`config.mk`:
```
export PLATFORM = sky130hd
export DESIGN_NAME = rio_remote_io
export DESIGN_NICKNAME = d
export VERILOG_FILES = /design/src/rio_pkg.sv /design/src/rio_contact_if.sv /design/src/rio_remote_io.sv /design/src/rio_debounce.sv
export SDC_FILE = /design/constraint.sdc
export NUM_CORES = 1
export LEC_CHECK = 0
export BUFFER_PORTS_ARGS = -buffer_cell sky130_fd_sc_hd__buf_2
export CAP_MARGIN = 20
export CORE_AREA = 2 2 122 124
export DETAILED_ROUTE_END_ITERATION = 8
export DIE_AREA = 0 0 124 126
export HOLD_SLACK_MARGIN = 0.05
export PLACE_DENSITY = 0.59
export SETUP_SLACK_MARGIN = 0.4
export SLEW_MARGIN = 40
export SYNTH_ARGS = -nofsm -noshare
export SYNTH_HDL_FRONTEND = slang
export SYNTH_SLANG_ARGS = --single-unit
```
`constraint.sdc`:
```
create_clock -name i_clk -period 7.9 [get_ports i_clk]
set_clock_uncertainty 0.05 [all_clocks]
set_input_delay 1.185 -clock i_clk [delete_from_list [all_inputs] [get_ports i_clk]]
set_output_delay 1.185 -clock i_clk [all_outputs]
set_load 0.03 [all_outputs]
```
`src/rio_pkg.sv`:
```
// Purpose: Shared constants and types of the remote I/O and relay block
// Assumes: 100 MHz system clock
// Notes: Field positions follow the rack and vial connector bit order
`default_nettype none
package rio_pkg;
	// ***************************************************************
	// Clock and timing
	// ***************************************************************
	localparam int unsigned CLK_FREQ_HZ = 100_000_000;
	localparam int unsigned DEBOUNCE_MS = 5;
	localparam int unsigned DEBOUNCE_CYC = DEBOUNCE_MS * (CLK_FREQ_HZ / 1000);
	localparam int unsigned DB_CNT_W = 20;

	// ***************************************************************
	// Rack and vial word layout
	// ***************************************************************
	localparam int unsigned RV_W = 14;
	localparam int unsigned VIAL_LSB = 0;
	localparam int unsigned VIAL_W = 8;
	localparam int unsigned RACK_LSB = 8;
	localparam int unsigned RACK_W = 6;
	localparam int unsigned DIGIT_W = 4;
	localparam int unsigned RACK_D2_W = 2;
	localparam logic [13:0] RV_RESET = 14'h0000;

	// ***************************************************************
	// Relays
	// ***************************************************************
	localparam int unsigned BANK_W = 7;
	localparam logic [6:0] BANK_RESET = 7'h00;
	localparam int unsigned AUX_EVENT = 0;

	// Run state of the acquisition
	typedef enum logic [0:0] {
		RIO_IDLE = 1'b0,
		RIO_SAMPLING = 1'b1
	} rio_run_t;
endpackage
`default_nettype wire

```
`src/rio_contact_if.sv`:
```
// Purpose: Carries one contact input and its clean closure pulse
// Assumes: Contact line is low while shorted to the contact common
// Notes: Used between the top block and its debounce filters
`timescale 1ns/1ps
`default_nettype none
interface rio_contact_if;
	logic raw_n;
	logic press;
	modport filt (input raw_n, output press);
	modport user (output raw_n, input press);
endinterface
`default_nettype wire

```
`src/rio_remote_io.sv`:
```
// Purpose: Remote start and stop, rack and vial capture, relay drive
// Assumes: Inputs synchronous to i_clk except the contact lines
// Notes: Polarity switch is read once after reset release
`timescale 1ns/1ps
`default_nettype none
module rio_remote_io #(
	parameter int unsigned DB_CYC = rio_pkg::DEBOUNCE_CYC
) (
	// Clock and reset
	input wire logic i_clk,
	input wire logic i_reset,
	// Contact inputs, low while shorted to the contact common, and the panel start, high to start
	input wire logic i_start_contact_n,
	input wire logic i_stop_contact_n,
	input wire logic i_panel_start,
	// Device status and configuration
	input wire logic i_init_done,
	input wire logic i_ready_pol_sw,
	input wire logic i_legacy_host,
	input wire logic i_relay_module,
	// Rack and vial data lines
	input wire logic [13:0] i_rack_vial_a,
	input wire logic [13:0] i_rack_vial_b,
	// Relay timed events from the host method
	input wire logic [6:0] i_primary_event,
	input wire logic [6:0] i_mirror_event,
	// Run status
	output logic o_sampling,
	output logic o_start_pulse,
	output logic o_stop_pulse,
	// Captured rack and vial data
	output logic [13:0] o_rack_vial_a,
	output logic [13:0] o_rack_vial_b,
	output logic [7:0] o_vial_a,
	output logic [5:0] o_rack_a,
	// Relay drives, high closes the contact
	output logic [6:0] o_primary_relay_bank,
	output logic [6:0] o_mirror_relay_bank,
	output logic o_aux_relay,
	output logic o_second_ready_relay,
	output logic o_ready_relay
);
	// ***************************************************************
	// Contact filtering
	// ***************************************************************
	rio_contact_if start_c();
	rio_contact_if stop_c();
	assign start_c.raw_n = i_start_contact_n;
	assign stop_c.raw_n = i_stop_contact_n;

	rio_debounce #(.DB_CYC(DB_CYC)) u_start_db (
		.i_clk(i_clk),
		.i_reset(i_reset),
		.c(start_c)
	);
	rio_debounce #(.DB_CYC(DB_CYC)) u_stop_db (
		.i_clk(i_clk),
		.i_reset(i_reset),
		.c(stop_c)
	);

	// ***************************************************************
	// Run control
	// ***************************************************************
	rio_pkg::rio_run_t run_q, run_d;
	logic start_q, stop_q;
	logic pol_q, pol_taken_q;
	logic [13:0] rv_a_q, rv_b_q;
	logic [6:0] prim_q, mirr_q;
	logic aux_q, sec_rdy_q, rdy_q;

	// Start and stop decode
	wire sampling_w = (run_q == rio_pkg::RIO_SAMPLING);
	wire ready_w = i_init_done && !sampling_w && pol_taken_q;
	wire start_go = (start_c.press || i_panel_start) && ready_w;
	wire stop_go = stop_c.press && sampling_w;

	// Next run state
	always_comb
	begin
		run_d = run_q;
		case (run_q)
			rio_pkg::RIO_IDLE: if (start_go) run_d = rio_pkg::RIO_SAMPLING;
			rio_pkg::RIO_SAMPLING: if (stop_go) run_d = rio_pkg::RIO_IDLE;
			default: run_d = rio_pkg::RIO_IDLE;
		endcase
	end

	// Run state and action pulses
	always_ff @(posedge i_clk or posedge i_reset)
	begin
		if (i_reset)
		begin
			run_q <= rio_pkg::RIO_IDLE;
			start_q <= 1'b0;
			stop_q <= 1'b0;
		end
		else
		begin
			run_q <= run_d;
			start_q <= start_go;
			stop_q <= stop_go;
		end
	end

	// Polarity switch taken once after reset release
	always_ff @(posedge i_clk or posedge i_reset)
	begin
		if (i_reset)
		begin
			pol_q <= 1'b0;
			pol_taken_q <= 1'b0;
		end
		else if (!pol_taken_q)
		begin
			pol_q <= i_ready_pol_sw;
			pol_taken_q <= 1'b1;
		end
	end

	// ***************************************************************
	// Rack and vial capture
	// ***************************************************************
	// Port a taken at injection, port b only without a legacy host; bits kept exactly as presented
	always_ff @(posedge i_clk or posedge i_reset)
	begin
		if (i_reset)
		begin
			rv_a_q <= rio_pkg::RV_RESET;
			rv_b_q <= rio_pkg::RV_RESET;
		end
		else if (start_go)
		begin
			rv_a_q <= i_rack_vial_a;
			if (!i_legacy_host)
			begin
				rv_b_q <= i_rack_vial_b;
			end
		end
	end

	// Field split of the first port; the host applies its own mask
	assign o_vial_a = rv_a_q[rio_pkg::VIAL_LSB +: rio_pkg::VIAL_W];
	assign o_rack_a = rv_a_q[rio_pkg::RACK_LSB +: rio_pkg::RACK_W];

	// ***************************************************************
	// Relays
	// ***************************************************************
	// Bank selection; an absent module leaves both banks open
	wire [6:0] prim_d = i_relay_module ? i_primary_event : rio_pkg::BANK_RESET;
	wire [6:0] mirr_src = i_legacy_host ? i_primary_event : i_mirror_event;
	wire [6:0] mirr_d = i_relay_module ? mirr_src : rio_pkg::BANK_RESET;

	// Relay registers
	always_ff @(posedge i_clk or posedge i_reset)
	begin
		if (i_reset)
		begin
			prim_q <= rio_pkg::BANK_RESET;
			mirr_q <= rio_pkg::BANK_RESET;
			aux_q <= 1'b0;
			sec_rdy_q <= 1'b0;
			rdy_q <= 1'b0;
		end
		else
		begin
			prim_q <= prim_d;
			mirr_q <= mirr_d;
			aux_q <= i_primary_event[rio_pkg::AUX_EVENT];
			sec_rdy_q <= prim_d[0];
			rdy_q <= ready_w ^ pol_q;
		end
	end

	// Output drive
	assign o_sampling = sampling_w;
	assign o_start_pulse = start_q;
	assign o_stop_pulse = stop_q;
	assign o_rack_vial_a = rv_a_q;
	assign o_rack_vial_b = rv_b_q;
	assign o_primary_relay_bank = prim_q;
	assign o_mirror_relay_bank = mirr_q;
	assign o_aux_relay = aux_q;
	assign o_second_ready_relay = sec_rdy_q;
	assign o_ready_relay = rdy_q;

	// ***************************************************************
	// Checks
	// ***************************************************************
	property p_start;
		@(posedge i_clk) disable iff (i_reset)
		start_go |=> o_sampling && o_start_pulse;
	endproperty
	a_start: assert property (p_start) else $error("start did not begin sampling");

	property p_stop;
		@(posedge i_clk) disable iff (i_reset)
		stop_go |=> !o_sampling && o_stop_pulse;
	endproperty
	a_stop: assert property (p_stop) else $error("stop did not end sampling");

	property p_capture;
		@(posedge i_clk) disable iff (i_reset)
		start_go |=> o_rack_vial_a == $past(i_rack_vial_a);
	endproperty
	a_capture: assert property (p_capture) else $error("rack vial not captured");

	property p_hold;
		@(posedge i_clk) disable iff (i_reset)
		!start_go |=> $stable(o_rack_vial_a) && $stable(o_rack_vial_b);
	endproperty
	a_hold: assert property (p_hold) else $error("rack vial changed without start");

	property p_legacy_port;
		@(posedge i_clk) disable iff (i_reset)
		(start_go && i_legacy_host) |=> $stable(o_rack_vial_b);
	endproperty
	a_legacy_port: assert property (p_legacy_port) else $error("second port used");

	property p_primary;
		@(posedge i_clk) disable iff (i_reset)
		i_relay_module |=> o_primary_relay_bank == $past(i_primary_event);
	endproperty
	a_primary: assert property (p_primary) else $error("primary bank wrong");

	property p_mirror;
		@(posedge i_clk) disable iff (i_reset)
		(i_relay_module && i_legacy_host) |=> o_mirror_relay_bank == o_primary_relay_bank;
	endproperty
	a_mirror: assert property (p_mirror) else $error("mirror bank not copying");

	property p_aux;
		@(posedge i_clk) disable iff (i_reset)
		##1 o_aux_relay == $past(i_primary_event[0]);
	endproperty
	a_aux: assert property (p_aux) else $error("aux relay wrong");

	property p_second_ready;
		@(posedge i_clk) disable iff (i_reset)
		i_relay_module |=> o_second_ready_relay == $past(i_primary_event[0]);
	endproperty
	a_second_ready: assert property (p_second_ready) else $error("second ready wrong");

	property p_ready_pol;
		@(posedge i_clk) disable iff (i_reset)
		pol_taken_q |=> o_ready_relay == ($past(ready_w) ^ pol_q);
	endproperty
	a_ready_pol: assert property (p_ready_pol) else $error("ready polarity wrong");

	property p_pol_once;
		@(posedge i_clk) disable iff (i_reset)
		pol_taken_q |=> $stable(pol_q);
	endproperty
	a_pol_once: assert property (p_pol_once) else $error("polarity reread");

	c_run: cover property (@(posedge i_clk) disable iff (i_reset) start_go ##[1:1000] stop_go);
	c_legacy: cover property (@(posedge i_clk) disable iff (i_reset) start_go && i_legacy_host);
	c_pol_on: cover property (@(posedge i_clk) disable iff (i_reset) pol_q && o_ready_relay);
endmodule
`default_nettype wire

```
`src/rio_debounce.sv`:
```
// Purpose: Synchronise, debounce and edge-detect one contact closure
// Assumes: Closure pulls the line low
// Notes: One press pulse per settled closure
`timescale 1ns/1ps
`default_nettype none
module rio_debounce #(
	parameter int unsigned DB_CYC = rio_pkg::DEBOUNCE_CYC
) (
	// Clock and reset
	input wire logic i_clk,
	input wire logic i_reset,
	// Contact
	rio_contact_if.filt c
);
	logic sync1_q, sync2_q, stable_q, press_q;
	logic [rio_pkg::DB_CNT_W-1:0] cnt_q, cnt_d;
	wire settled = (cnt_q == rio_pkg::DB_CNT_W'(DB_CYC - 1));
	wire differs = (sync2_q != stable_q);

	// Count while the synchronised level differs from the accepted one
	assign cnt_d = (differs && !settled) ? cnt_q + 1'b1 : '0;

	// Synchroniser, settle counter and closure edge
	always_ff @(posedge i_clk or posedge i_reset)
	begin
		if (i_reset)
		begin
			sync1_q <= 1'b1;
			sync2_q <= 1'b1;
			stable_q <= 1'b1;
			cnt_q <= '0;
			press_q <= 1'b0;
		end
		else
		begin
			sync1_q <= c.raw_n;
			sync2_q <= sync1_q;
			cnt_q <= cnt_d;
			if (differs && settled)
			begin
				stable_q <= sync2_q;
			end
			press_q <= differs && settled && !sync2_q; // Closure only
		end
	end

	assign c.press = press_q;

	// ***************************************************************
	// Checks
	// ***************************************************************
	property p_one_press;
		@(posedge i_clk) disable iff (i_reset)
		press_q |=> !press_q;
	endproperty
	a_one_press: assert property (p_one_press) else $error("press lasted two cycles");
endmodule
`default_nettype wire

```
# Word-level counts from Yosys, hierarchy flattened
# Index checks and enable logic that the tools add are counted.
[word_totals]
regBits = 98
input_bits = 51
[op_classes]
n_addsub = 2
n_eq_ne = 4
mux = 8
bitwise = 3
reduce_logical = 17
[ops]
columns = ["operator", "count"]
rows = [
  ["$add A20 B1 Y20 const B", 2],
  ["$eq A20 B19 Y1 const B", 2],
  ["$mux W20", 2],
  ["$mux W7", 3],
  ["$logic_and A1 B1 Y1", 10],
  ["$logic_not A1 Y1", 5],
  ["$mux W1", 2],
  ["$ne A1 B1 Y1", 2],
  ["$not A1 Y1", 2],
  ["$pmux W1 S2", 1],
  ["$reduce_and A2 Y1", 1],
  ["$logic_or A1 B1 Y1", 1],
  ["$xor A1 B1 Y1", 1],
]

# Longest topological paths before layout
# Gate-level depths: netlist (run 1).
[logic_depth]
word_depth = 6
ltp_mapped = 6
depth_no_buf = 5

# Modules after synthesis
# A second synthesis (run 1) with hierarchy kept.
[unflattened]
cells_unflattened = 360
hier_area_um2 = 4296.6
[by_module_without_submodules]
columns = ["module", "instances", "cells_per_inst", "area_per_inst_um2"]
rows = [
  ["rio_debounce", 2, 116, 1178.6],
  ["rio_remote_io", 1, 128, 1939.4],
]

# Worst setup path after synthesis (run 1)
# OpenSTA, ideal clock, no wires.
[synth_timing]
path_type = "input -> register"
from = "input i_legacy_host"
to = "register rv_b_q[0] (netlist: o_rack_vial_b[0])"
setup_ps = 125
arrival_ps = 2503
t_required_ps = 7725
setup_slack_ps = 5222
cell_stages = 4
n_path_buf = 2
cell_sequence = "clkbuf_1 -> nor3_1 -> buf_2 -> mux2_2"
[synth_between]
elab_chain_cells = 2
[synth_lines]
columns = ["item", "line_no", "text"]
rows = [
  ["start, declared", "rio_remote_io.sv:19", "input wire logic i_legacy_host,"],
  ["$not A1 Y1 (no source line)", "-", ""],
  ["$reduce_and A2 Y1 (no source line)", "-", ""],
  ["end signal, assigned", "rio_remote_io.sv:130", "rv_b_q <= rio_pkg::RV_RESET;"],
  ["end signal, assigned", "rio_remote_io.sv:137", "rv_b_q <= i_rack_vial_b;"],
  ["end, declared", "rio_remote_io.sv:68", "logic [13:0] rv_a_q, rv_b_q;"],
]
# No other way between the ends.
# A chain may end at the register's enable or synchronous reset.

# Worst setup path after layout (run 1)
[layout_timing]
from = "register u_start_db.cnt_q[10] (netlist bit)"
to = "register u_start_db.cnt_q[6] (netlist bit)"
[layout_between]
elab_chain_cells = 4
[layout_lines]
columns = ["item", "line_no", "text"]
rows = [
  ["start, declared", "rio_debounce.sv:16", "logic [rio_pkg::DB_CNT_W-1:0] cnt_q, cnt_d;"],
  ["start signal, assigned", "rio_debounce.sv:38", "cnt_q <= cnt_d;"],
  ["$eq A20 B19 Y1", "rio_debounce.sv:17", "wire settled = (cnt_q == rio_pkg::DB_CNT_W'(DB_CYC - 1));"],
  ["$logic_not A1 Y1", "rio_debounce.sv:21", "assign cnt_d = (differs && !settled) ? cnt_q + 1'b1 : '0;"],
  ["$logic_and A1 B1 Y1", "rio_debounce.sv:21", ""],
  ["$mux W20", "rio_debounce.sv:21", ""],
  ["net u_start_db.cnt_d (one bit)", "rio_debounce.sv:16", ""],
]
# The timed path passes the listed nets, and every way through them passes these cells.

==> impl_metrics.prom, run 1 <==
# TYPE chip_impl_metric gauge
chip_impl_metric{name="hold_path_depth",unit=""} 0
chip_impl_metric{name="remaining_drc_errors",unit=""} 0
chip_impl_info{name="clock-root-buffer",value="sky130_fd_sc_hd__clkbuf_16"} 1
chip_impl_metric{name="numPlacedInstances",unit=""} 628
chip_impl_metric{name="worst_skew_pair.late_latency",unit="ns"} 0.34
chip_impl_metric{name="share_clk_of_total_power",unit="%"} 42.1
chip_impl_metric{name="final_min_period_over_clock_period",unit="%"} 29.53
chip_impl_metric{name="antenna_found_initial",unit=""} 0
chip_impl_info{name="cpLargestDelayFamily",value="simple AND/OR/NAND/NOR gates"} 1
chip_impl_metric{name="finalSetupViolations",unit=""} 0
chip_impl_metric{name="cts.reportedPaths.clkPinSlew",unit="ns"} 0.07
chip_impl_metric{name="finalWorstPathRequiredPeriod",unit="ns"} 2.333
chip_impl_metric{name="groute.usage.overall",unit="%"} 11.05
chip_impl_metric{name="layoutNonFillerInstCount",unit=""} 644
chip_impl_metric{name="cts.path.max_buffers",unit=""} 2
chip_impl_metric{name="post_synth_instance_area",unit="um2"} 4202
chip_impl_metric{name="critical_path.n_buffers_inverters",unit=""} 0
chip_impl_info{name="worst_setup_path_start_kind",value="flip-flop"} 1
chip_impl_metric{name="cts.repair.resized",unit=""} 0
chip_impl_metric{name="total_switching_power",unit="mW"} 0.2311
chip_impl_metric{name="starting_drt_drc_count",unit=""} 181
chip_impl_metric{name="r2r.worst_path.cells",unit=""} 4
chip_impl_metric{name="synthArstFlopShare",unit="%"} 100.0
chip_impl_metric{name="max_stage_delay",unit="ns"} 0.67
chip_impl_metric{name="vdd_drop_max",unit="uV"} 89.47
chip_impl_metric{name="intPower",unit="mW"} 0.7505
chip_impl_metric{name="grt_max_degree",unit=""} 51
chip_impl_metric{name="drv.max_cap_violation_count",unit=""} 0
chip_impl_metric{name="netlist.area_leader.share",unit="%"} 54.20
chip_impl_metric{name="maxSlewViolCount",unit=""} 0
chip_impl_metric{name="io-pin-count",unit=""} 113
chip_impl_metric{name="finalCoreUtilization",unit="%"} 35.91
chip_impl_metric{name="final_layout_size_suffix_gt1_share",unit="%"} 39.13
chip_impl_info{name="type_of_the_setup_path_with_the_least_slack",value="flip-flop to flip-flop"} 1
chip_impl_metric{name="powerDensity",unit="nW/um2"} 191.0
chip_impl_metric{name="number_of_flops_mapped_to_enable_cells_by_yosys",unit=""} 0
chip_impl_metric{name="start_util",unit="%"} 29.35
chip_impl_metric{name="die-height",unit="um"} 126
chip_impl_metric{name="final_hold_viol_count",unit=""} 0
chip_impl_metric{name="power_leakage",unit="nW"} 2.483
chip_impl_metric{name="drt-vias-per-instance",unit=""} 4.520
chip_impl_metric{name="cp_max_fo",unit=""} 20
chip_impl_metric{name="core.rowCount",unit=""} 44
chip_impl_metric{name="critical_path_arrival",unit="ns"} 2.48
chip_impl_metric{name="drt_first_pass_iters",unit=""} 4
chip_impl_metric{name="grt_first_pass_wirelength",unit="um"} 13590
chip_impl_info{name="status",value="finished clean"} 1
chip_impl_metric{name="grt_overflow",unit=""} 0
chip_impl_metric{name="ctsHtreeMaxLevel",unit=""} 3
chip_impl_metric{name="worstSetupPathDepth",unit=""} 4
chip_impl_metric{name="setup_total_negative_slack",unit="ns"} 0
chip_impl_info{name="clock_tree_from_tritoncts",value="yes"} 1
chip_impl_metric{name="dp.final_hpwl",unit="um"} 5745
chip_impl_metric{name="die_area",unit="um2"} 15620
chip_impl_metric{name="antenna_left",unit=""} 0
chip_impl_info{name="path_cells",value="or4b_2, nor4_1, a21o_1, nor2_1"} 1
chip_impl_metric{name="finalWeightedCongestion",unit=""} 0.7273
chip_impl_metric{name="finalNetCount",unit=""} 508
chip_impl_metric{name="power.combinational.fraction",unit="%"} 5.8
chip_impl_metric{name="synth.avg_cell_area",unit="um2"} 11.80
chip_impl_metric{name="tightest_slew",unit="ns"} 0.8718
chip_impl_info{name="flip_flop_cell_with_the_highest_count_after_synthesis",value="sky130_fd_sc_hd__dfrtp_1"} 1
chip_impl_metric{name="cts.sink_count",unit=""} 97
chip_impl_metric{name="antenna_cells_inserted",unit=""} 0
chip_impl_metric{name="yosys_warnings",unit=""} 0
chip_impl_metric{name="critPathRequiredTime",unit="ns"} 8.05
chip_impl_info{name="cpMaxStageDelayCell",value="sky130_fd_sc_hd__or4b_2"} 1
chip_impl_info{name="layout_common_cells",value="112 x sky130_fd_sc_hd__buf_2, 91 x sky130_fd_sc_hd__dfrtp_1, 39 x sky130_fd_sc_hd__nor2_1, 31 x sky130_fd_sc_hd__mux2_2, 27 x sky130_fd_sc_hd__xnor2_1"} 1
chip_impl_info{name="cell_taking_the_most_area_after_synthesis",value="sky130_fd_sc_hd__dfrtp_1"} 1
chip_impl_metric{name="routed_wl",unit="um"} 8093
chip_impl_metric{name="routedWlPerCell",unit="um"} 12.57
chip_impl_metric{name="ys_seq_elements",unit=""} 97
chip_impl_metric{name="die_x",unit="um"} 124
chip_impl_metric{name="layout-area-overhead-vs-synth",unit="%"} 22.33
chip_impl_info{name="timing.critical_path.to_type",value="flip-flop"} 1
chip_impl_metric{name="timing.max_slew.rel_slack",unit="%"} 41.34
chip_impl_metric{name="synthesis.instances",unit=""} 356
chip_impl_metric{name="number_of_global_route_vias_before_repair",unit=""} 2875
chip_impl_metric{name="yosysSeqAreaShare",unit="%"} 57.95
chip_impl_metric{name="placement.setup.worst_slack",unit="ns"} 5.206
chip_impl_metric{name="synth.lib_cells_used.distinct",unit=""} 37
chip_impl_metric{name="core_footprint",unit="um2"} 14310
chip_impl_metric{name="postCtsSetupBuffers",unit=""} 0
chip_impl_metric{name="clock.fmax",unit="MHz"} 428.6
chip_impl_metric{name="cts_hold_buf",unit=""} 0
chip_impl_info{name="worstHoldPathType",value="flip-flop to flip-flop"} 1
chip_impl_metric{name="netSwitchingFraction",unit="%"} 23.54
chip_impl_info{name="final_common_cell",value="sky130_fd_sc_hd__buf_2"} 1
chip_impl_metric{name="postSynthNetCount",unit=""} 409
chip_impl_info{name="synth_area_leaders",value="sky130_fd_sc_hd__dfrtp_1 54%, sky130_fd_sc_hd__mux2_2 8.3%, sky130_fd_sc_hd__xnor2_1 5.6%"} 1
chip_impl_metric{name="num_vias",unit=""} 2911
chip_impl_metric{name="setup_ws",unit="ns"} 5.567
chip_impl_info{name="rsz0062_at_grt",value="no"} 1
chip_impl_metric{name="cts_inserted_buffers",unit=""} 9
chip_impl_metric{name="p_seq_share",unit="%"} 52.1
chip_impl_metric{name="placement.io_buffers",unit=""} 112
==> sequential cells by signal, summed over array words and instances (netlist names), 7 cells and up <==
signal                flops
u_start_db.cnt_q         20
u_stop_db.cnt_q          20
o_rack_vial_a            14
o_rack_vial_b            14
o_mirror_relay_bank       7
o_primary_relay_bank      7
==> worst reg2reg max path: stages (launching register included) <==
cell and delay [ns]:
sky130_fd_sc_hd__dfrtp_1 0.41, sky130_fd_sc_hd__or4b_2 0.67, sky130_fd_sc_hd__nor4_1 0.33, sky130_fd_sc_hd__a21o_1 0.60, sky130_fd_sc_hd__nor2_1 0.13
==> cell usage after synthesis, types with 2 or more instances <==
cell / instances
sky130_fd_sc_hd__dfrtp_1: 91
sky130_fd_sc_hd__nor2_1: 40
sky130_fd_sc_hd__mux2_2: 31
sky130_fd_sc_hd__xnor2_1: 27
sky130_fd_sc_hd__buf_4: 15
sky130_fd_sc_hd__nand3_1: 15
sky130_fd_sc_hd__inv_1: 14
sky130_fd_sc_hd__nand2_1: 11
sky130_fd_sc_hd__nor3_1: 11
sky130_fd_sc_hd__nand4_1: 9
sky130_fd_sc_hd__and2_1: 8
sky130_fd_sc_hd__nor4_1: 8
sky130_fd_sc_hd__a21oi_1: 7
sky130_fd_sc_hd__mux2i_1: 7
sky130_fd_sc_hd__nor2b_1: 7
sky130_fd_sc_hd__buf_2: 6
sky130_fd_sc_hd__dfstp_2: 6
sky130_fd_sc_hd__clkbuf_1: 4
sky130_fd_sc_hd__o31ai_1: 4
sky130_fd_sc_hd__or4_1: 4
sky130_fd_sc_hd__xor2_1: 4
sky130_fd_sc_hd__or3_1: 3
sky130_fd_sc_hd__or4_4: 3
sky130_fd_sc_hd__a21o_1: 2
sky130_fd_sc_hd__ha_1: 2
sky130_fd_sc_hd__nand4_4: 2
sky130_fd_sc_hd__nor3b_1: 2
sky130_fd_sc_hd__o21ai_0: 2
sky130_fd_sc_hd__or2_2: 2
sky130_fd_sc_hd__or4b_2: 2
==> final cells by class <==
cell class	count	area, um2
fill	1429	9174
clock inverter	5	38.79
timing repair buffer	113	568.0
multi-input combinational	220	1570
sequential	97	2435
clock buffer	11	242.7
inverter	14	55.05
tap	184	230.2
==> worst paths after layout <==
check                                               start  slack [ns]                             to
min in group asynchronous                         i_reset        0.86  o_rack_vial_b[10]$_DFFE_PP0P_
setup reg to reg           u_start_db.cnt_q[10]$_DFF_PP0_        5.57  u_start_db.cnt_q[6]$_DFF_PP0_
max in group asynchronous                         i_reset        5.87  u_start_db.cnt_q[1]$_DFF_PP0_
hold / removal               u_start_db.sync1_q$_DFF_PP1_        0.31   u_start_db.sync2_q$_DFF_PP1_
setup / recovery           u_start_db.cnt_q[10]$_DFF_PP0_        5.57  u_start_db.cnt_q[6]$_DFF_PP0_
hold reg to reg              u_start_db.sync1_q$_DFF_PP1_        0.31   u_start_db.sync2_q$_DFF_PP1_
==> power groups by stage <==
stage | Combinational [mW] | Sequential, mW | Clock, mW
2_1_floorplan | 0.0239 | 0.531 | 0
3_3_place_gp | 0.0575 | 0.521 | 0
3_5_place_dp | 0.0584 | 0.521 | 0
4_1_cts | 0.0585 | 0.512 | 0.430
5_1_grt | 0.0643 | 0.513 | 0.453
6_report | 0.0566 | 0.512 | 0.413
==> per-stage QoR <==
stage | hold slack (ns) | power, mW | cell area, um2
CTS | 0.3082 | 1.001 | 5140
floorplan | 0.2952 | 0.5548 | 4202
finish | 0.3077 | 0.9816 | 5140
global placement | 0.2993 | 0.5788 | 4850
global route | 0.3121 | 1.031 | 5140
detailed placement | 0.2981 | 0.5796 | 4858
==> layer usage <==
layer / GRT usage, % / vias up / wire length, um
li1: - / 1400 / -
met1: 13.95 / 1398 / 3678
met2: 17.00 / 101 / 3605
met3: 3.306 / 12 / 623
met4: 5.750 / 0 / 187
met5: 0 / - / 0
==> logic make-up after synthesis <==
family / share of synthesized area, %
flip-flops: 57.95
buffers and inverters: 5.003
AND/OR/NAND/NOR: 16.97
AO/OA/AOI/OAI: 2.948
multiplexers: 9.976
adder cells (fa/ha/maj): 0.5955
other: 0.08925
XOR/XNOR: 6.462
Power figures use the tool's default switching activity.
==> inputs of run 2 (changes only) <==
- ABC_AREA: unset -> 1
- CORE_AREA: 2 2 122 124 -> 2 2 128 130
- DIE_AREA: 0 0 124 126 -> 0 0 130 132
- PLACE_DENSITY: 0.59 -> 0.58
- clock period: 7.9 -> 2.2 ns (I/O delays scaled with it)
==> run 2 against run 1 <==
Count of clock-buffer cells in the layout up 1. Power grew to 3.6 times the previous value. Critical path depth grew 3. Hold slack worse by 0.24 ns. Synthesized area grew 10%. Register-to-register slack lost 5.0 ns. Synthesized cell count grew 51%. Setup slack worse by 5.0 ns. Via count rose by 23%. Non-clock buffer count rose by 10. Die area grew 9.8%. Critical endpoint is now u_stop_db.cnt_q[6]$_DFF_PP0_. Largest power group unchanged.
==> impl_metrics.prom, run 2 <==
# TYPE chip_impl_metric gauge
chip_impl_info{name="flip_flop_cell_with_the_highest_count_after_synthesis",value="sky130_fd_sc_hd__dfrtp_1"} 1
chip_impl_metric{name="clock.fmax",unit="MHz"} 618.2
chip_impl_metric{name="final_layout_size_suffix_gt1_share",unit="%"} 30.98
chip_impl_metric{name="layout-area-overhead-vs-synth",unit="%"} 22.37
chip_impl_metric{name="starting_drt_drc_count",unit=""} 239
chip_impl_metric{name="yosys_warnings",unit=""} 0
chip_impl_metric{name="grt_max_degree",unit=""} 56
chip_impl_metric{name="cp_max_fo",unit=""} 11
chip_impl_metric{name="total_power",unit="mW"} 3.554
chip_impl_metric{name="setup_total_negative_slack",unit="ns"} 0
chip_impl_info{name="synth_area_leaders",value="sky130_fd_sc_hd__dfrtp_1 49%, sky130_fd_sc_hd__nand2_1 13%, sky130_fd_sc_hd__nor2_2 5.7%"} 1
chip_impl_metric{name="ys_seq_elements",unit=""} 97
chip_impl_metric{name="groute.usage.overall",unit="%"} 12.97
chip_impl_metric{name="cts.sink_count",unit=""} 97
chip_impl_metric{name="worst_skew_pair.late_latency",unit="ns"} 0.35
chip_impl_metric{name="critical_path.n_buffers_inverters",unit=""} 2
chip_impl_info{name="clock_tree_from_tritoncts",value="yes"} 1
chip_impl_info{name="status",value="finished clean"} 1
chip_impl_metric{name="routed_wl",unit="um"} 10210
chip_impl_metric{name="core_footprint",unit="um2"} 15710
chip_impl_metric{name="vdd_drop_max",unit="uV"} 351.9
chip_impl_info{name="cpMaxStageDelayCell",value="sky130_fd_sc_hd__dfrtp_1"} 1
chip_impl_info{name="timing.critical_path.to_type",value="flip-flop"} 1
chip_impl_metric{name="cts.reportedPaths.clkPinSlew",unit="ns"} 0.07
chip_impl_info{name="final_common_cell",value="sky130_fd_sc_hd__nand2_1"} 1
chip_impl_info{name="type_of_the_setup_path_with_the_least_slack",value="flip-flop to flip-flop"} 1
chip_impl_metric{name="synthesis.instances",unit=""} 539
chip_impl_metric{name="synth.avg_cell_area",unit="um2"} 8.582
chip_impl_metric{name="final_hold_viol_count",unit=""} 0
chip_impl_metric{name="finalSetupViolations",unit=""} 0
chip_impl_metric{name="finalWorstPathRequiredPeriod",unit="ns"} 1.618
chip_impl_metric{name="number_of_global_route_vias_before_repair",unit=""} 3497
chip_impl_metric{name="io-pin-count",unit=""} 113
chip_impl_metric{name="synthArstFlopShare",unit="%"} 100.0
chip_impl_metric{name="grt_overflow",unit=""} 0
chip_impl_metric{name="num_vias",unit=""} 3567
chip_impl_metric{name="remaining_drc_errors",unit=""} 0
chip_impl_info{name="synth.most_common_cell",value="sky130_fd_sc_hd__nand2_1"} 1
chip_impl_metric{name="critical_path_arrival",unit="ns"} 1.80
chip_impl_metric{name="die_area",unit="um2"} 17160
chip_impl_metric{name="ctsHtreeMaxLevel",unit=""} 3
chip_impl_metric{name="postCtsSetupBuffers",unit=""} 0
chip_impl_metric{name="powerDensity",unit="nW/um2"} 627.9
chip_impl_metric{name="start_util",unit="%"} 29.44
chip_impl_metric{name="die_x",unit="um"} 130
chip_impl_metric{name="maxSlewViolCount",unit=""} 0
chip_impl_info{name="synth_top_cells_by_count",value="157 x sky130_fd_sc_hd__nand2_1, 91 x sky130_fd_sc_hd__dfrtp_1, 66 x sky130_fd_sc_hd__nor2_1"} 1
chip_impl_metric{name="dp.final_hpwl",unit="um"} 7527
chip_impl_metric{name="routedWlPerCell",unit="um"} 11.76
chip_impl_metric{name="postSynthNetCount",unit=""} 592
chip_impl_metric{name="yosysSeqAreaShare",unit="%"} 52.64
chip_impl_metric{name="antenna_cells_inserted",unit=""} 0
chip_impl_info{name="rsz0062_at_grt",value="no"} 1
chip_impl_info{name="layout_common_cells",value="156 x sky130_fd_sc_hd__nand2_1, 112 x sky130_fd_sc_hd__buf_2, 91 x sky130_fd_sc_hd__dfrtp_1, 66 x sky130_fd_sc_hd__nor2_1, 45 x sky130_fd_sc_hd__inv_1"} 1
chip_impl_metric{name="grt_first_pass_wirelength",unit="um"} 17500
chip_impl_metric{name="power_leakage",unit="nW"} 2.873
chip_impl_metric{name="synth.lib_cells_used.distinct",unit=""} 32
chip_impl_info{name="cpLargestDelayFamily",value="flip-flops"} 1
chip_impl_metric{name="critPathRequiredTime",unit="ns"} 2.38
chip_impl_info{name="clock-root-buffer",value="sky130_fd_sc_hd__clkbuf_16"} 1
chip_impl_metric{name="finalWeightedCongestion",unit=""} 0.8034
chip_impl_metric{name="placement.io_buffers",unit=""} 112
chip_impl_info{name="biggestRegsByFlops",value="u_start_db.cnt_q: 20 flops, u_stop_db.cnt_q: 20 flops"} 1
chip_impl_metric{name="drt_first_pass_iters",unit=""} 4
chip_impl_info{name="cell_taking_the_most_area_after_synthesis",value="sky130_fd_sc_hd__dfrtp_1"} 1
chip_impl_metric{name="final_min_period_over_clock_period",unit="%"} 73.53
chip_impl_metric{name="max_stage_delay",unit="ns"} 0.43
chip_impl_metric{name="finalNetCount",unit=""} 700
chip_impl_metric{name="post_synth_instance_area",unit="um2"} 4626
chip_impl_metric{name="drt-vias-per-instance",unit=""} 4.109
chip_impl_metric{name="die-height",unit="um"} 132
chip_impl_info{name="worstHoldPathType",value="input pin to flip-flop"} 1
chip_impl_metric{name="cts_inserted_buffers",unit=""} 9
chip_impl_info{name="worst_setup_path_start_kind",value="flip-flop"} 1
chip_impl_metric{name="finalCoreUtilization",unit="%"} 36.02
chip_impl_metric{name="number_of_flops_mapped_to_enable_cells_by_yosys",unit=""} 0
chip_impl_info{name="path_cells",value="ha_1, nand3_1, inv_2, nand4_4, o21ai_4, buf_4, nor2_2"} 1
chip_impl_metric{name="antenna_left",unit=""} 0
chip_impl_metric{name="drv.max_cap_violation_count",unit=""} 0
chip_impl_metric{name="netlist.area_leader.share",unit="%"} 49.23
chip_impl_metric{name="core.rowCount",unit=""} 46
chip_impl_metric{name="cts.path.max_buffers",unit=""} 2
chip_impl_metric{name="antenna_found_initial",unit=""} 0
-- run 2: cell types whose count changed in the layout (fill, tap and decap cells not counted), moves of 9 or more --
cell / previous run / this run
sky130_fd_sc_hd__nand2_1: 11 / 156
sky130_fd_sc_hd__nor2_2: 1 / 41
sky130_fd_sc_hd__inv_1: 13 / 45
sky130_fd_sc_hd__mux2_2: 31 / 1
sky130_fd_sc_hd__nand3_1: 15 / 42
sky130_fd_sc_hd__nor2_1: 39 / 66
sky130_fd_sc_hd__xnor2_1: 27 / 7
sky130_fd_sc_hd__xor2_1: 4 / 14
sky130_fd_sc_hd__nor3_1: 10 / 1
sky130_fd_sc_hd__o21ai_0: 2 / 11
-- run 2: metal layers --
metal	track usage, %	wire [um]
met5	0	0
met4	5.615	206
met3	2.922	447
met2	20.83	4858
met1	16.70	4698
-- run 2: worst paths after layout --
check	slack, ns	cells after the start	start	to
max	0.58	7	u_stop_db.cnt_q[0]$_DFF_PP0_	u_stop_db.cnt_q[6]$_DFF_PP0_
min	0.07	1	i_primary_event[0]	o_aux_relay$_DFF_PP0_
max reg2reg	0.58	7	u_stop_db.cnt_q[0]$_DFF_PP0_	u_stop_db.cnt_q[6]$_DFF_PP0_
min reg2reg	0.31	0	u_stop_db.sync1_q$_DFF_PP1_	u_stop_db.sync2_q$_DFF_PP1_
max in group asynchronous	1.07	4	i_reset	u_stop_db.stable_q$_DFFE_PP1P_
min in group asynchronous	0.43	3	i_reset	o_start_pulse$_DFF_PP0_
-- run 2: kinds of logic (layout without fill, tap and decap cells) --
family	after synthesis	in the layout	synth area share, %
adders and majority gates	2	2	0.5409
AOI/OAI and AO/OA	16	16	2.083
xor gates and xnor gates	22	22	4.328
buffers and inverters	75	188	8.223
and+or+nand+nor	325	325	31.86
DFF	97	97	52.64
muxes	1	1	0.2434
other	1	1	0.08107
-- run 2: what timing repair did --
| item | CTS | global route |
|---|---|---|
| hold buffers | 3 | 0 |
| gates resized for setup | 1 | 1 |
| setup endpoints to repair | 14 | 14 |
| cloned | 0 | 0 |
| hold endpoints to repair | 10 | 0 |
-- run 2: cell type report --
| type | count | area (um2) |
|---|---|---|
| clock buffers | 12 | 246.5 |
| clock inverters | 4 | 27.53 |
| inverters | 49 | 187.7 |
| multi-input cells | 367 | 1818 |
| repair buffers | 123 | 675.6 |
| fillers | 1605 | 10050 |
| flip-flops and latches | 97 | 2435 |
| well taps | 216 | 270.3 |
-- run 2: worst register-to-register path, stage by stage, from the launching register on --
cell and delay, ns:
sky130_fd_sc_hd__dfrtp_1 0.43, sky130_fd_sc_hd__ha_1 0.22, sky130_fd_sc_hd__nand3_1 0.12, sky130_fd_sc_hd__inv_2 0.12
sky130_fd_sc_hd__nand4_4 0.11, sky130_fd_sc_hd__o21ai_4 0.15, sky130_fd_sc_hd__buf_4 0.23, sky130_fd_sc_hd__nor2_2 0.07
-- run 2: power by group --
part | internal, mW | switching [mW] | total [mW]
logic | 0.0820 | 0.150 | 0.232
clock network | 0.801 | 0.684 | 1.49
registers | 1.82 | 0.0176 | 1.84
total | 2.70 | 0.852 | 3.55
-- run 2: metrics by stage --
step / setup slack [ns] / hold WS (ns) / std cells / area (um2)
floorplan: 0.6773 / 0.2845 / 539 / 4629
global placement: 0.2433 / 0.2453 / 849 / 5349
detailed placement: 0.1881 / 0.2442 / 849 / 5349
CTS: 0.4244 / 0.05108 / 868 / 5658
global route: 0.4349 / 0.05815 / 868 / 5660
finish: 0.5824 / 0.06922 / 868 / 5660
==> inputs of run 3 (changes only) <==
- ABC_AREA: 1 -> 0
- CORE_AREA: 2 2 128 130 -> 2 2 122 124
- DIE_AREA: 0 0 130 132 -> 0 0 124 126
- PLACE_DENSITY: 0.58 -> 0.61
- clock period: 2.2 -> 1.4 ns (I/O delays scaled with it)
==> run 3 against run 2 <==
The flow now finishes with violations (negative setup slack). Largest power group unchanged. Register-to-register slack worse by 0.96 ns. Fmax down 9.2%. Hold slack better by 0.0092 ns. Critical path type unchanged.
==> impl_metrics.prom, run 3 (synthesis gave the netlist of run 1 again) <==
# TYPE chip_impl_metric gauge
chip_impl_metric{name="num_vias",unit=""} 3448
chip_impl_info{name="worstHoldPathType",value="input pin to flip-flop"} 1
chip_impl_metric{name="grt_first_pass_wirelength",unit="um"} 17700
chip_impl_metric{name="final_hold_viol_count",unit=""} 0
chip_impl_metric{name="groute.usage.overall",unit="%"} 14.50
chip_impl_metric{name="powerDensity",unit="nW/um2"} 902.1
chip_impl_metric{name="cts.reportedPaths.clkPinSlew",unit="ns"} 0.06
chip_impl_info{name="failed_checks",value="negative setup slack"} 1
chip_impl_info{name="critPathLaunch",value="u_stop_db.cnt_q[7]$_DFF_PP0_"} 1
chip_impl_metric{name="finalNetCount",unit=""} 641
chip_impl_metric{name="core.rowCount",unit=""} 44
chip_impl_metric{name="power_leakage",unit="nW"} 3.280
chip_impl_metric{name="remaining_drc_errors",unit=""} 0
chip_impl_metric{name="placement.io_buffers",unit=""} 112
chip_impl_metric{name="drv.max_cap_violation_count",unit=""} 0
chip_impl_metric{name="cts.sink_count",unit=""} 97
chip_impl_metric{name="critical_path.n_buffers_inverters",unit=""} 1
chip_impl_metric{name="cts.path.max_buffers",unit=""} 2
chip_impl_info{name="cpLargestDelayFamily",value="simple AND/OR/NAND/NOR gates"} 1
chip_impl_metric{name="finalWeightedCongestion",unit=""} 0.8101
chip_impl_metric{name="setup_ws",unit="ns"} -0.3823
chip_impl_info{name="worst_setup_path_start_kind",value="flip-flop"} 1
chip_impl_info{name="rr_startpoint",value="u_stop_db.cnt_q[7]$_DFF_PP0_"} 1
chip_impl_info{name="biggestRegsByFlops",value="u_start_db.cnt_q: 20 flops, u_stop_db.cnt_q: 20 flops"} 1
chip_impl_metric{name="start_util",unit="%"} 29.35
chip_impl_metric{name="maxSlewViolCount",unit=""} 0
chip_impl_metric{name="starting_drt_drc_count",unit=""} 121
chip_impl_metric{name="antenna_found_initial",unit=""} 0
chip_impl_metric{name="die_area",unit="um2"} 15620
chip_impl_metric{name="final_min_period_over_clock_period",unit="%"} 127.3
chip_impl_metric{name="reg2reg_setup_slack",unit="ns"} -0.38
chip_impl_metric{name="critPathRequiredTime",unit="ns"} 1.58
chip_impl_metric{name="drt-vias-per-instance",unit=""} 4.438
chip_impl_info{name="rsz0062_at_grt",value="yes"} 1
chip_impl_metric{name="finalWorstPathRequiredPeriod",unit="ns"} 1.782
chip_impl_metric{name="io-pin-count",unit=""} 113
chip_impl_info{name="cpMaxStageDelayCell",value="sky130_fd_sc_hd__or4bb_1"} 1
chip_impl_info{name="final_common_cell",value="sky130_fd_sc_hd__dfrtp_1"} 1
chip_impl_metric{name="die_x",unit="um"} 124
chip_impl_info{name="layout_common_cells",value="89 x sky130_fd_sc_hd__dfrtp_1, 86 x sky130_fd_sc_hd__buf_4, 67 x sky130_fd_sc_hd__buf_6, 50 x sky130_fd_sc_hd__buf_2"} 1
chip_impl_metric{name="clock.fmax",unit="MHz"} 561.1
chip_impl_metric{name="cp_max_fo",unit=""} 20
chip_impl_info{name="status",value="finished, violations left"} 1
chip_impl_metric{name="finalCoreUtilization",unit="%"} 49.02
chip_impl_metric{name="die-height",unit="um"} 126
chip_impl_info{name="path_cells",value="or4bb_1, nor4_4, a21o_1, buf_12, nor2_1"} 1
chip_impl_metric{name="dp.final_hpwl",unit="um"} 6814
chip_impl_metric{name="routedWlPerCell",unit="um"} 14.10
chip_impl_metric{name="placement.setup.worst_slack",unit="ns"} -0.3991
chip_impl_metric{name="grt_overflow",unit=""} 0
chip_impl_metric{name="ctsHtreeMaxLevel",unit=""} 3
chip_impl_metric{name="vdd_drop_max",unit="uV"} 762.2
chip_impl_metric{name="finalSetupViolations",unit=""} 64
chip_impl_metric{name="final_layout_size_suffix_gt1_share",unit="%"} 49.07
chip_impl_metric{name="grt_max_degree",unit=""} 68
chip_impl_metric{name="number_of_global_route_vias_before_repair",unit=""} 3623
chip_impl_metric{name="cts_inserted_buffers",unit=""} 9
chip_impl_info{name="clock_tree_from_tritoncts",value="yes"} 1
chip_impl_info{name="type_of_the_setup_path_with_the_least_slack",value="flip-flop to flip-flop"} 1
chip_impl_metric{name="routed_wl",unit="um"} 10950
chip_impl_metric{name="drt_first_pass_iters",unit=""} 4
chip_impl_info{name="clock-root-buffer",value="sky130_fd_sc_hd__clkbuf_16"} 1
chip_impl_metric{name="core_footprint",unit="um2"} 14310
chip_impl_metric{name="layout-area-overhead-vs-synth",unit="%"} 67.00
chip_impl_metric{name="max_stage_delay",unit="ns"} 0.55
chip_impl_info{name="min-delay-start",value="i_mirror_event[1]"} 1
chip_impl_metric{name="worst_skew_pair.late_latency",unit="ns"} 0.34
chip_impl_metric{name="antenna_left",unit=""} 0
chip_impl_metric{name="critical_path_arrival",unit="ns"} 1.96
chip_impl_metric{name="antenna_cells_inserted",unit=""} 0
chip_impl_metric{name="fin_hold_ws",unit="ns"} 0.07839
chip_impl_info{name="timing.critical_path.to_type",value="flip-flop"} 1
run 3: cell count changes in the layout (fill, tap and decap cells not counted), sizes merged, moves of 8 or more:
cell,before,now
o21ai,12,2
nand2,162,11
nor4,0,8
nor3,1,11
mux2,1,31
dlygate4sd3,3,39
xor2,15,4
and2,0,8
nor2,111,40
xnor2,7,27
buf,120,207
inv,49,14
nand3,43,15
run 3: tightest hold or removal path: stages:
cell	delay (ns)
sky130_fd_sc_hd__buf_2	0.07
sky130_fd_sc_hd__mux2i_1	0.05
sky130_fd_sc_hd__nor2b_1	0.10
run 3: where the power goes:
group	leakage [nW]	switching, mW	internal (mW)	total [mW]
combinational	1.81	0.253	0.278	0.532
sequential	1.30	0.0406	2.86	2.90
clock	0.173	1.05	1.85	2.90
run 3: final timing paths:
check	to	cells past startpoint
worst min register to register	u_start_db.sync2_q$_DFF_PP1_	0
worst max-delay path	u_stop_db.cnt_q[10]$_DFF_PP0_	5
worst max register to register	u_stop_db.cnt_q[10]$_DFF_PP0_	5
worst min-delay path	o_mirror_relay_bank[1]$_DFF_PP0_	3
min in group asynchronous	u_start_db.cnt_q[4]$_DFF_PP0_	4
max in group asynchronous	u_stop_db.sync1_q$_DFF_PP1_	4
run 3: routing by layer:
metal / routed length [um] / vias up / track usage (%)
li1: - / 1669 / -
met1: 4653 / 1678 / 17.00
met2: 5593 / 93 / 25.63
met3: 605 / 8 / 4.574
met4: 99 / 0 / 3.437
met5: 0 / - / 0
run 3: what timing repair did:
item,4_1_cts,5_1_grt
resized for setup,134,4
buffers inserted,16,14
endpoints found under the setup margin,137,137
pin swaps,1,0
hold buffers,37,2
endpoints found under the hold margin,127,2
gates cloned,0,0
run 3: layout make-up:
cell class / count / area, um2
inverter: 14 / 56.30
timing repair buffer: 246 / 2121
clock inverter: 4 / 98.84
fill: 1221 / 7297
sequential: 97 / 2437
clock buffer: 12 / 256.5
tap: 184 / 230.2
multi-input combinational: 220 / 1817
run 3: through the flow:
stage	instances	instance area (um2)	power, mW	TNS [ns]
after floorplan	356	4449	3.156	-16.76
after global placement	692	5578	3.332	-14.57
after detailed placement	692	5578	3.345	-16.83
after CTS	761	6868	6.401	-16.42
after global routing	777	7017	6.607	-20.40
final	777	7017	6.329	-16.85
